===== src/inc/adc_pkg.sv =====
package adc_pkg;

  // ****************************************
  // register map
  // ****************************************
  localparam logic [7:0] ADC_OFS_MODE      = 8'h00;
  localparam logic [7:0] ADC_OFS_CHSEL     = 8'h04;
  localparam logic [7:0] ADC_OFS_PORTCFG   = 8'h08;
  localparam logic [7:0] ADC_OFS_RESULT    = 8'h0C;
  localparam logic [7:0] ADC_OFS_RESULT_HI = 8'h10;
  localparam logic [7:0] ADC_OFS_STATUS    = 8'h14;
  localparam logic [7:0] ADC_OFS_MASK      = 8'h18;
  localparam logic [7:0] ADC_OFS_PORT      = 8'h1C;

  // ****************************************
  // field layout and reset values
  // ****************************************
  localparam int         ADC_MODE_START_BIT  = 7;
  localparam int         ADC_MODE_CMPEN_BIT  = 0;
  localparam logic [7:0] ADC_MODE_RESET      = 8'h00;
  localparam int         ADC_CH_W            = 3;
  localparam int         ADC_NUM_CH          = 8;
  localparam logic [2:0] ADC_CHSEL_RESET     = 3'h0;
  localparam logic [7:0] ADC_PORTCFG_RESET   = 8'h00;
  localparam int         ADC_RES_BITS        = 10;
  localparam int         ADC_RESULT_VALID_BIT = 31;
  localparam int         ADC_STAT_W          = 2;
  localparam int         ADC_STAT_DONE_BIT   = 0;
  localparam int         ADC_STAT_SUSPECT_BIT = 1;
  localparam logic [1:0] ADC_STAT_RESET      = 2'h0;
  localparam logic [1:0] ADC_MASK_RESET      = 2'h0;

  // ****************************************
  // timing
  // ****************************************
  localparam int ADC_CLK_MHZ       = 40;
  localparam int ADC_SETTLE_NS     = 1000;
  localparam int ADC_SETTLE_CYCLES = (ADC_SETTLE_NS * ADC_CLK_MHZ + 999) / 1000;
  localparam int ADC_SAMPLE_CYCLES = 8;

  typedef enum logic [1:0] {
    ADC_IDLE,
    ADC_SAMPLE,
    ADC_CONV
  } adc_sar_state_e;

endpackage


===== src/adc_settle_timer.sv =====
`timescale 1ns/1ps
module adc_settle_timer
  import adc_pkg::*;
#(
  parameter int SETTLE_CYCLES = ADC_SETTLE_CYCLES
) (
  input  wire logic i_ref_clk,  // clock
  input  wire logic i_rstn,     // async reset, active low
  input  wire logic i_ce,       // clock enable
  input  wire logic i_cmp_en,   // comparator enable bit
  output logic      o_settled   // comparator enabled long enough
);

  generate
    if (SETTLE_CYCLES < 1 || SETTLE_CYCLES > 65535) begin : g_bad
      $error("adc_settle_timer: SETTLE_CYCLES out of range");
    end
  endgenerate

  localparam int CNT_W = $clog2(SETTLE_CYCLES + 1);
  localparam logic [CNT_W-1:0] CNT_MAX = CNT_W'(SETTLE_CYCLES);

  logic [CNT_W-1:0] cnt_reg;

  // restarts whenever the comparator is switched off
  always_ff @(posedge i_ref_clk or negedge i_rstn) begin
    if (!i_rstn) begin
      cnt_reg <= '0;
    end else if (i_ce) begin
      if (!i_cmp_en) begin
        cnt_reg <= '0;
      end else if (cnt_reg != CNT_MAX) begin
        cnt_reg <= cnt_reg + CNT_W'(1);
      end
    end
  end

  assign o_settled = (cnt_reg == CNT_MAX);

endmodule // adc_settle_timer


===== src/adc_sar_engine.sv =====
`timescale 1ns/1ps
module adc_sar_engine
  import adc_pkg::*;
#(
  parameter int RES_BITS      = ADC_RES_BITS,
  parameter int SAMPLE_CYCLES = ADC_SAMPLE_CYCLES
) (
  input  wire logic                i_ref_clk,  // clock
  input  wire logic                i_rstn,     // async reset, active low
  input  wire logic                i_ce,       // clock enable
  input  wire logic                i_run,      // convert continuously while high
  input  wire logic                i_restart,  // abort and begin a fresh sample
  input  wire logic                i_cmp,      // comparator: input above trial code
  output logic                     o_sample,   // sampling switch closed
  output logic [RES_BITS-1:0]      o_dac_code, // trial code to the dac
  output logic                     o_done,     // one-cycle pulse, result valid
  output logic [RES_BITS-1:0]      o_result    // last finished code
);

  generate
    if (RES_BITS < 2 || RES_BITS > 16 || SAMPLE_CYCLES < 1) begin : g_bad
      $error("adc_sar_engine: unsupported parameters");
    end
  endgenerate

  localparam int BI_W = $clog2(RES_BITS);
  localparam int SC_W = $clog2(SAMPLE_CYCLES + 1);
  localparam logic [BI_W-1:0] BI_MSB  = BI_W'(RES_BITS - 1);
  localparam logic [SC_W-1:0] SC_LAST = SC_W'(SAMPLE_CYCLES - 1);

  adc_sar_state_e        state_reg;
  logic [SC_W-1:0]       scnt_reg;
  logic [BI_W-1:0]       bit_reg;
  logic [RES_BITS-1:0]   code_reg;
  logic                  last_bit;

  assign last_bit = (state_reg == ADC_CONV) && (bit_reg == '0);

  // ****************************************
  // sequencer
  // ****************************************
  always_ff @(posedge i_ref_clk or negedge i_rstn) begin
    if (!i_rstn) begin
      state_reg <= ADC_IDLE;
      scnt_reg  <= '0;
      bit_reg   <= '0;
      code_reg  <= '0;
    end else if (i_ce) begin
      if (!i_run) begin
        state_reg <= ADC_IDLE;
        code_reg  <= '0;
      end else if (i_restart) begin
        state_reg <= ADC_SAMPLE;
        scnt_reg  <= '0;
        code_reg  <= '0;
      end else begin
        unique case (state_reg)
          ADC_IDLE: begin
            state_reg <= ADC_SAMPLE;
            scnt_reg  <= '0;
          end
          ADC_SAMPLE: begin
            scnt_reg <= scnt_reg + SC_W'(1);
            if (scnt_reg == SC_LAST) begin
              state_reg         <= ADC_CONV;
              bit_reg           <= BI_MSB;
              code_reg          <= '0;
              code_reg[BI_MSB]  <= 1'b1;
            end
          end
          ADC_CONV: begin
            code_reg[bit_reg] <= i_cmp;
            if (bit_reg != '0) begin
              code_reg[bit_reg - BI_W'(1)] <= 1'b1;
              bit_reg                      <= bit_reg - BI_W'(1);
            end else begin
              // continuous: next sample follows at once
              state_reg <= ADC_SAMPLE;
              scnt_reg  <= '0;
            end
          end
        endcase
      end
    end
  end

  // ****************************************
  // result capture
  // ****************************************
  always_ff @(posedge i_ref_clk or negedge i_rstn) begin
    if (!i_rstn) begin
      o_done   <= 1'b0;
      o_result <= '0;
    end else if (i_ce) begin
      o_done <= last_bit && i_run && !i_restart;
      if (last_bit && i_run && !i_restart) begin
        o_result          <= code_reg;
        o_result[bit_reg] <= i_cmp;
      end
    end
  end

  assign o_sample   = (state_reg == ADC_SAMPLE);
  assign o_dac_code = code_reg;

endmodule // adc_sar_engine


===== src/adc_ctl_top.sv =====
`timescale 1ns/1ps
// Function
// RULE_01: analog lines double as eight digital inputs
// RULE_02: software leaves port bits alone while converting
// RULE_03: channel rewrite never clears the done flag
// RULE_04: old-channel result may land before rewrite
// RULE_05: done after channel change may be stale
// RULE_06: clear done flag before restarting conversion
// RULE_07: start within 1 us of enable: suspect
// RULE_08: start with comparator disabled: first result suspect
// RULE_09: software drops first result after start
// RULE_10: config writes leave results undefined
// RULE_11: read result before writing configuration
// RULE_12: mode bit 7 start, bit 0 enable
module adc_ctl_top
  import adc_pkg::*;
#(
  parameter int SETTLE_CYCLES = ADC_SETTLE_CYCLES,
  parameter int SAMPLE_CYCLES = ADC_SAMPLE_CYCLES
) (
  input  wire logic                    i_ref_clk,   // 40 MHz clock
  input  wire logic                    i_rstn,      // async reset, active low
  input  wire logic                    i_ce,        // clock enable, freezes all state
  input  wire logic                    i_psel,      // apb select
  input  wire logic                    i_penable,   // apb access phase
  input  wire logic                    i_pwrite,    // apb direction
  input  wire logic [7:0]              i_paddr,     // apb byte address
  input  wire logic [31:0]             i_pwdata,    // apb write data
  output logic      [31:0]             o_prdata,    // apb read data
  output logic                         o_pready,    // apb ready
  output logic                         o_pslverr,   // apb error, unmapped address
  input  wire logic                    i_cmp,       // analog comparator output
  output logic                         o_sample,    // sample switch
  output logic      [ADC_RES_BITS-1:0] o_dac_code,  // sar trial code
  output logic      [ADC_CH_W-1:0]     o_ch_sel,    // analog mux select
  output logic                         o_cmp_en,    // comparator power
  output logic      [ADC_NUM_CH-1:0]   o_analog_en, // per line analog mode
  input  wire logic [ADC_NUM_CH-1:0]   i_port_pins, // digital level of the lines
  output logic                         o_irq        // conversion end interrupt
);

  // ****************************************
  // registers
  // ****************************************
  logic [7:0]              mode_reg;
  logic [ADC_CH_W-1:0]     chsel_reg;
  logic [ADC_NUM_CH-1:0]   portcfg_reg;
  logic [ADC_RES_BITS-1:0] result_reg;
  logic                    result_valid_reg;
  logic [ADC_STAT_W-1:0]   status_reg;
  logic [ADC_STAT_W-1:0]   mask_reg;
  logic [ADC_STAT_W-1:0]   rd_clr_reg;
  logic                    first_pending_reg;
  logic                    first_suspect_reg;

  logic                    setup_ph;
  logic                    access_ph;
  logic                    wr_en;
  logic                    rd_en;
  logic                    addr_hit;
  logic                    wr_mode;
  logic                    wr_chsel;
  logic                    wr_portcfg;
  logic                    cfg_wr;
  logic                    start_bit;
  logic                    cmpen_bit;
  logic                    start_rise;
  logic                    settled;
  logic                    eng_done;
  logic [ADC_RES_BITS-1:0] eng_result;
  logic                    store_ok;
  logic [ADC_STAT_W-1:0]   stat_set;
  logic [31:0]             rd_mux;
  logic [ADC_NUM_CH-1:0]   port_view;

  // ****************************************
  // parameter checks
  // ****************************************
  generate
    if (SETTLE_CYCLES < 1 || SETTLE_CYCLES > 65535 || SAMPLE_CYCLES < 1) begin : g_bad
      $error("adc_ctl_top: unsupported parameters");
    end
  endgenerate

  // ****************************************
  // apb decode
  // ****************************************
  // zero wait states: read data captured in setup, effects at access edge
  // status is the only register with a read side effect
  // pslverr needs no flop: the address is held through access
  assign setup_ph  = i_psel && !i_penable;
  assign access_ph = i_psel && i_penable;
  assign o_pready  = access_ph;

  always_comb begin
    unique case (i_paddr)
      ADC_OFS_MODE, ADC_OFS_CHSEL, ADC_OFS_PORTCFG, ADC_OFS_RESULT,
      ADC_OFS_RESULT_HI, ADC_OFS_STATUS, ADC_OFS_MASK, ADC_OFS_PORT: addr_hit = 1'b1;
      default: addr_hit = 1'b0;
    endcase
  end

  assign o_pslverr  = access_ph && !addr_hit;
  assign wr_en      = access_ph && i_pwrite && addr_hit;
  assign rd_en      = access_ph && !i_pwrite && addr_hit;
  assign wr_mode    = wr_en && (i_paddr == ADC_OFS_MODE);
  assign wr_chsel   = wr_en && (i_paddr == ADC_OFS_CHSEL);
  assign wr_portcfg = wr_en && (i_paddr == ADC_OFS_PORTCFG);
  assign cfg_wr     = wr_mode || wr_chsel || wr_portcfg;

  assign start_bit  = mode_reg[ADC_MODE_START_BIT]; // RULE_12
  assign cmpen_bit  = mode_reg[ADC_MODE_CMPEN_BIT]; // RULE_12
  assign start_rise = wr_mode && i_pwdata[ADC_MODE_START_BIT] && !start_bit;

  // ****************************************
  // configuration registers
  // ****************************************
  // mask writes leave the conversion in flight alone
  always_ff @(posedge i_ref_clk or negedge i_rstn) begin
    if (!i_rstn) begin
      mode_reg    <= ADC_MODE_RESET;
      chsel_reg   <= ADC_CHSEL_RESET;
      portcfg_reg <= ADC_PORTCFG_RESET;
      mask_reg    <= ADC_MASK_RESET;
    end else if (i_ce) begin
      if (wr_mode) begin
        mode_reg <= i_pwdata[7:0]; // RULE_12
      end
      if (wr_chsel) begin
        chsel_reg <= i_pwdata[ADC_CH_W-1:0];
      end
      if (wr_portcfg) begin
        portcfg_reg <= i_pwdata[ADC_NUM_CH-1:0];
      end
      if (wr_en && i_paddr == ADC_OFS_MASK) begin
        mask_reg <= i_pwdata[ADC_STAT_W-1:0];
      end
    end
  end

  // ****************************************
  // conversion engine and settle timer
  // ****************************************
  adc_settle_timer #(
    .SETTLE_CYCLES (SETTLE_CYCLES)
  ) u_settle (
    .i_ref_clk (i_ref_clk),
    .i_rstn    (i_rstn),
    .i_ce      (i_ce),
    .i_cmp_en  (cmpen_bit),
    .o_settled (settled)
  );

  // any config write aborts the sample in flight, so a new channel
  // never inherits half a conversion of the old one
  adc_sar_engine #(
    .RES_BITS      (ADC_RES_BITS),
    .SAMPLE_CYCLES (SAMPLE_CYCLES)
  ) u_sar (
    .i_ref_clk  (i_ref_clk),
    .i_rstn     (i_rstn),
    .i_ce       (i_ce),
    .i_run      (start_bit),
    .i_restart  (cfg_wr),
    .i_cmp      (i_cmp),
    .o_sample   (o_sample),
    .o_dac_code (o_dac_code),
    .o_done     (eng_done),
    .o_result   (eng_result)
  );

  // config write in the same cycle wins: no store, no event
  assign store_ok = eng_done && !cfg_wr; // RULE_04

  // ****************************************
  // result register
  // ****************************************
  // undefined contents shown as a cleared valid bit;
  // the stale code stays readable for debug
  always_ff @(posedge i_ref_clk or negedge i_rstn) begin
    if (!i_rstn) begin
      result_reg       <= '0;
      result_valid_reg <= 1'b0;
    end else if (i_ce) begin
      if (cfg_wr) begin
        result_valid_reg <= 1'b0; // RULE_10
      end else if (store_ok) begin
        result_reg       <= eng_result; // RULE_04
        result_valid_reg <= 1'b1;
      end
    end
  end

  // ****************************************
  // first result qualification
  // ****************************************
  // suspect if start lands before the comparator has settled or while off
  // the mark only tags the result; software still decides
  // which result to drop
  always_ff @(posedge i_ref_clk or negedge i_rstn) begin
    if (!i_rstn) begin
      first_pending_reg <= 1'b0;
      first_suspect_reg <= 1'b0;
    end else if (i_ce) begin
      if (start_rise) begin
        first_pending_reg <= 1'b1;
        first_suspect_reg <= !(cmpen_bit && settled) // RULE_07
                             || !i_pwdata[ADC_MODE_CMPEN_BIT]; // RULE_08
      end else if (store_ok) begin
        first_pending_reg <= 1'b0;
        first_suspect_reg <= 1'b0;
      end
    end
  end

  // ****************************************
  // status, mask and interrupt
  // ****************************************
  always_comb begin
    stat_set                       = '0;
    stat_set[ADC_STAT_DONE_BIT]    = store_ok;
    stat_set[ADC_STAT_SUSPECT_BIT] = store_ok && first_pending_reg && first_suspect_reg;
  end

  // channel writes do not touch it; only a status read clears,
  // and only bits that read actually returned, set winning
  always_ff @(posedge i_ref_clk or negedge i_rstn) begin
    if (!i_rstn) begin
      status_reg <= ADC_STAT_RESET;
    end else if (i_ce) begin
      if (rd_en && i_paddr == ADC_OFS_STATUS) begin
        status_reg <= (status_reg & ~rd_clr_reg) | stat_set; // RULE_03
      end else begin
        status_reg <= status_reg | stat_set; // RULE_03
      end
    end
  end

  // registered so the pin never glitches on address decode;
  // costs one cycle of interrupt latency
  always_ff @(posedge i_ref_clk or negedge i_rstn) begin
    if (!i_rstn) begin
      o_irq <= 1'b0;
    end else if (i_ce) begin
      o_irq <= |(status_reg & mask_reg);
    end
  end

  // ****************************************
  // read path
  // ****************************************
  always_comb begin
    rd_mux = '0;
    unique case (i_paddr)
      ADC_OFS_MODE:      rd_mux[7:0] = mode_reg;
      ADC_OFS_CHSEL:     rd_mux[ADC_CH_W-1:0] = chsel_reg;
      ADC_OFS_PORTCFG:   rd_mux[ADC_NUM_CH-1:0] = portcfg_reg;
      ADC_OFS_RESULT: begin
        rd_mux[ADC_RES_BITS-1:0]     = result_reg;
        rd_mux[ADC_RESULT_VALID_BIT] = result_valid_reg;
      end
      ADC_OFS_RESULT_HI: rd_mux[7:0] = result_reg[ADC_RES_BITS-1:ADC_RES_BITS-8];
      ADC_OFS_STATUS:    rd_mux[ADC_STAT_W-1:0] = status_reg;
      ADC_OFS_MASK:      rd_mux[ADC_STAT_W-1:0] = mask_reg;
      // analog-mode lines read as zero on the port
      ADC_OFS_PORT:      rd_mux[ADC_NUM_CH-1:0] = port_view; // RULE_01
      default:           rd_mux = '0;
    endcase
  end

  // captured in setup so the access edge sees a settled word
  always_ff @(posedge i_ref_clk or negedge i_rstn) begin
    if (!i_rstn) begin
      o_prdata   <= '0;
      rd_clr_reg <= '0;
    end else if (i_ce) begin
      if (setup_ph && !i_pwrite) begin
        o_prdata   <= rd_mux;
        rd_clr_reg <= (i_paddr == ADC_OFS_STATUS) ? status_reg : '0;
      end
    end
  end

  // ****************************************
  // analog front end controls
  // ****************************************
  // mux select follows the register at the write edge; the abort
  // above keeps the old sample out of the new channel
  assign o_ch_sel    = chsel_reg;
  assign o_cmp_en    = cmpen_bit;

  // ****************************************
  // shared lines, one slice per channel
  // ****************************************
  // a line in analog use reads as zero, so software never sees
  // its digital level change during a conversion
  generate
    for (genvar gi = 0; gi < ADC_NUM_CH; gi++) begin : g_line
      assign port_view[gi]   = i_port_pins[gi] && portcfg_reg[gi]; // RULE_01
      assign o_analog_en[gi] = !portcfg_reg[gi]; // RULE_01
    end
  endgenerate

endmodule // adc_ctl_top


===== config.mk =====
export PLATFORM = sky130hd
export DESIGN_NAME = adc_ctl_top
export DESIGN_NICKNAME = d
export VERILOG_FILES = /design/src/inc/adc_pkg.sv /design/src/adc_settle_timer.sv /design/src/adc_sar_engine.sv /design/src/adc_ctl_top.sv
export SDC_FILE = /design/constraint.sdc
export NUM_CORES = 1
export LEC_CHECK = 0
export ABC_AREA = 1
export BUFFER_PORTS_ARGS = -buffer_cell sky130_fd_sc_hd__buf_2
export CORE_MARGIN = 3
export CORE_UTILIZATION = 50
export CTS_BUF_LIST = sky130_fd_sc_hd__clkbuf_16
export DETAILED_ROUTE_END_ITERATION = 8
export GPL_TIMING_DRIVEN = 0
export PLACE_DENSITY = 0.78
export SLEW_MARGIN = 15
export SYNTH_ARGS = -nofsm -noshare
export SYNTH_HDL_FRONTEND = slang
export SYNTH_SLANG_ARGS = --single-unit

===== constraint.sdc =====
create_clock -name i_ref_clk -period 2.5 [get_ports i_ref_clk]
set_clock_uncertainty 0.2 [all_clocks]
set_input_delay 0.25 -clock i_ref_clk [delete_from_list [all_inputs] [get_ports i_ref_clk]]
set_output_delay 0.25 -clock i_ref_clk [all_outputs]
set_load 0.02 [all_outputs]

==> impl_metrics.py <==
metrics = {
    "placement": {
        "gp_congestion": 0.9834,
        "dp_hpwl_um": 9145,
        "dpl-instance-area_um2": 5549,
        "io_buffer_count": 67,
    },
    "timing": {
        "setup_tns_ns": 0,
        "finalSetupViolations": 0,
        "fin_crit_ns": 2.246,
        "finalHoldViolations": 0,
        "rsz0062_at_grt": "no",
        "fmax_mhz": 445.2,
        "post-route-period-util": 0.8985,
        "slew_viol_final": 0,
    },
    "power": {
        "power_density_nw_per_um2": 789.5,
        "irDropWorstVdd_uv": 412.4,
        "power.leakage_nw": 3.083,
    },
    "cts": {
        "clk_latency_ns": 0.34,
        "cts_sinks": 87,
        "cts_tree": "yes",
        "cts_made_buffers": 9,
        "h-tree-depth": 3,
        "cts_buffer_depth": 2,
        "root_buffer": "clkbuf_16",
        "clk_pin_slew_worst_paths_ns": 0.07,
        "post-cts-setup-buffer-count": 0,
    },
    "global_routing": {
        "top_usage_layer": "met2",
        "overflow": 0,
        "use_met3": 0.03368,
        "track_usage": 0.2235,
        "antenna_found_initial": 0,
        "grt_max_degree": 54,
        "use_met2": 0.3798,
        "grt_use_met1": 0.2930,
        "grt_pass1_wl_um": 20590,
        "grt_pass1_vias": 4454,
    },
    "finish": {
        "nNetsFinal": 808,
        "top_register": "o_prdata",
        "stdcell_area_um2": 5899,
        "nFillCells": 812,
        "drive_above_1_share": 0.2212,
        "diodes": 0,
        "final_cell_mix": "194 x nand2_1, 87 x dfrtp_1, 72 x buf_2, 68 x inv_1, 49 x nor2_1",
        "largest_reg_flops": 11,
        "area_delta_synth_final_pct": 19.25,
        "final_common_cell": "nand2_1",
    },
    "floorplan": {
        "dieArea_um2": 11120,
        "initial_utilization": 0.5254,
        "num_rows": 35,
        "io_pins": 113,
        "die_x_um": 105.5,
        "core_area_um2": 9415,
        "chipHeight_um": 105.5,
    },
    "critical_path": {
        "cp.required_ns": 2.56,
        "cp_num_buf_inv": 4,
        "cpLargestDelayFamily": "simple AND/OR/NAND/NOR gates",
        "critPathMaxStageDelay_ns": 0.43,
        "path_cells": "inv_1, ha_1, inv_1, nor3_4, nand2_4, nor2_4, nand2_4, clkinv_8, buf_12, nand2_2, o21ai_2",
        "arrival_ns": 2.31,
        "timing.rr.start": "u_sar.bit_reg[0]",
        "critPathCaptureType": "flip-flop",
        "reg2reg_to": "u_sar.o_result[7]",
        "path_depth": 11,
        "reg2regPathDepth": 11,
        "crit_start": "u_sar.bit_reg[0]",
        "endpoint": "u_sar.o_result[7]",
        "reg2reg_slack_ns": 0.25,
        "worstSetupPathType": "flip-flop to flip-flop",
        "slowest_stage": "dfrtp_1",
        "critPathMaxFanout": 10,
        "crit_path_start_kind": "flip-flop",
    },
    "worst_hold_path": {
        "hold_class": "input pin to flip-flop",
    },
    "job": {
        "maxCapViolations": 0,
    },
    "outcome": {
        "status": "finished clean",
    },
    "detailed_routing": {
        "wl_per_cell_um": 13.66,
        "drt_iter0_drc": 232,
        "vias": 4430,
        "drtPass1Iterations": 8,
        "ant_nets": 0,
        "vias_per_cell": 5.063,
        "drc_errors": 0,
        "wl_um": 11950,
    },
    "yosys": {
        "ys_seq_elements": 87,
        "syn_avg_cell_area_um2": 7.766,
        "ys.warnings.count": 0,
        "synth.cell_area_um2": 4947,
        "ys_seq_area_frac": 0.4401,
        "ys_types": 37,
        "synthCells": 637,
    },
}
synth_stat cells:
cell type / count / area share
nor3_2: 1 / 0.0020
o211ai_2: 1 / 0.0025
nor3_4: 1 / 0.0033
nand3b_4: 1 / 0.0040
buf_6: 4 / 0.0091
buf_2: 6 / 0.0061
ha_1: 12 / 0.030
nor2_1: 49 / 0.037
dfrtp_1: 87 / 0.44
a31oi_1: 1 / 0.0013
or2_2: 2 / 0.0025
nand2_4: 2 / 0.0046
clkbuf_1: 1 / 0.00076
nand3_2: 3 / 0.0061
inv_1: 68 / 0.052
nand3b_1: 2 / 0.0030
o31ai_1: 1 / 0.0015
nand2_2: 6 / 0.0076
nor2_4: 6 / 0.014
buf_4: 23 / 0.035
o22ai_1: 1 / 0.0013
buf_12: 1 / 0.0040
inv_2: 7 / 0.0053
o21ai_1: 14 / 0.014
clkinv_8: 1 / 0.0033
nand3_1: 43 / 0.044
nand3_4: 1 / 0.0035
o21ai_2: 15 / 0.027
xnor2_1: 2 / 0.0035
nand4_1: 4 / 0.0051
xor2_1: 3 / 0.0053
a21oi_1: 23 / 0.023
nor3_1: 2 / 0.0020
o21ai_0: 47 / 0.048
nand2_1: 194 / 0.15
conb_1: 1 / 0.00076
nor3b_1: 1 / 0.0015
worst min path at each step:
stage,endpoint,depth (start not counted),startpoint
finish,portcfg_reg[5],3,i_pwdata[5]
global route,portcfg_reg[5],3,i_pwdata[5]
CTS,mode_reg[7],3,i_pwdata[7]
detailed placement,u_sar.bit_reg[1],1,i_rstn
global placement,u_sar.o_done,2,u_sar.o_done
floorplan,first_pending_reg,0,i_rstn
metrics by stage:
| step | setup WS [ns] | hold WS, ns | total power [W] | utilization | instances |
|---|---|---|---|---|---|
| after floorplan | 0.5771 | -0.2456 | 0.002907 | - | 657 |
| after global placement | 0.2573 | 0.2634 | 0.003250 | 0.5862 | 853 |
| after detailed placement | 0.2701 | 0.04136 | 0.003322 | 0.5894 | 854 |
| after CTS | 0.2562 | 0.0006997 | 0.004668 | 0.6266 | 875 |
| after global routing | 0.1041 | 0.01612 | 0.004973 | 0.6266 | 875 |
| final | 0.2537 | 0.005720 | 0.004658 | 0.6266 | 875 |
layer usage:
layer	vias up	wire length, µm
li1	2192	-
met1	2062	5205
met2	152	5723
met3	24	771
met4	0	248
met5	-	0
cell type report:
type                            instances  area [µm²]  area share
Multi-Input combinational cell        459        2276      0.3858
Sequential cell                        87        2177      0.3690
Timing Repair Buffer                   73       415.4     0.07041
Inverter                               76       297.8     0.05048
Buffer                                 35       271.5     0.04602
Clock buffer                            9       225.2     0.03818
Tap cell                              129       161.4     0.02736
Clock inverter                          7       75.07     0.01273
cells by family (layout without fill, tap and decap cells):
family                   Yosys count  count (layout)  share of synthesized area
AO/OA/AOI/OAI                    103             103                     0.1181
AND/OR/NAND/NOR                  318             318                     0.2868
buffers and inverters            111             200                     0.1151
flip-flops                        87              87                     0.4401
adder cells (fa/ha/maj)           12              12                    0.03035
XOR/XNOR                           5               5                   0.008853
other                              1              21                  0.0007580
power by group:
part	switching (W)	leakage (nW)	internal (W)
Clock	0.000630	0.145	0.000709
Combinational	0.000909	1.82	0.000505
Sequential	0.000214	1.11	0.00169
Total	0.00175	3.08	0.00291
tightest hold or removal path: stages:
cell,delay [ns]
buf_2,0.08
inv_1,0.06
o21ai_1,0.12
what timing repair did:
action,CTS,global route
endpoints found under the setup margin,0,0
hold endpoints to repair,41,0
resized for setup,0,0
hold buffers,5,0
Power figures use the tool's default switching activity.
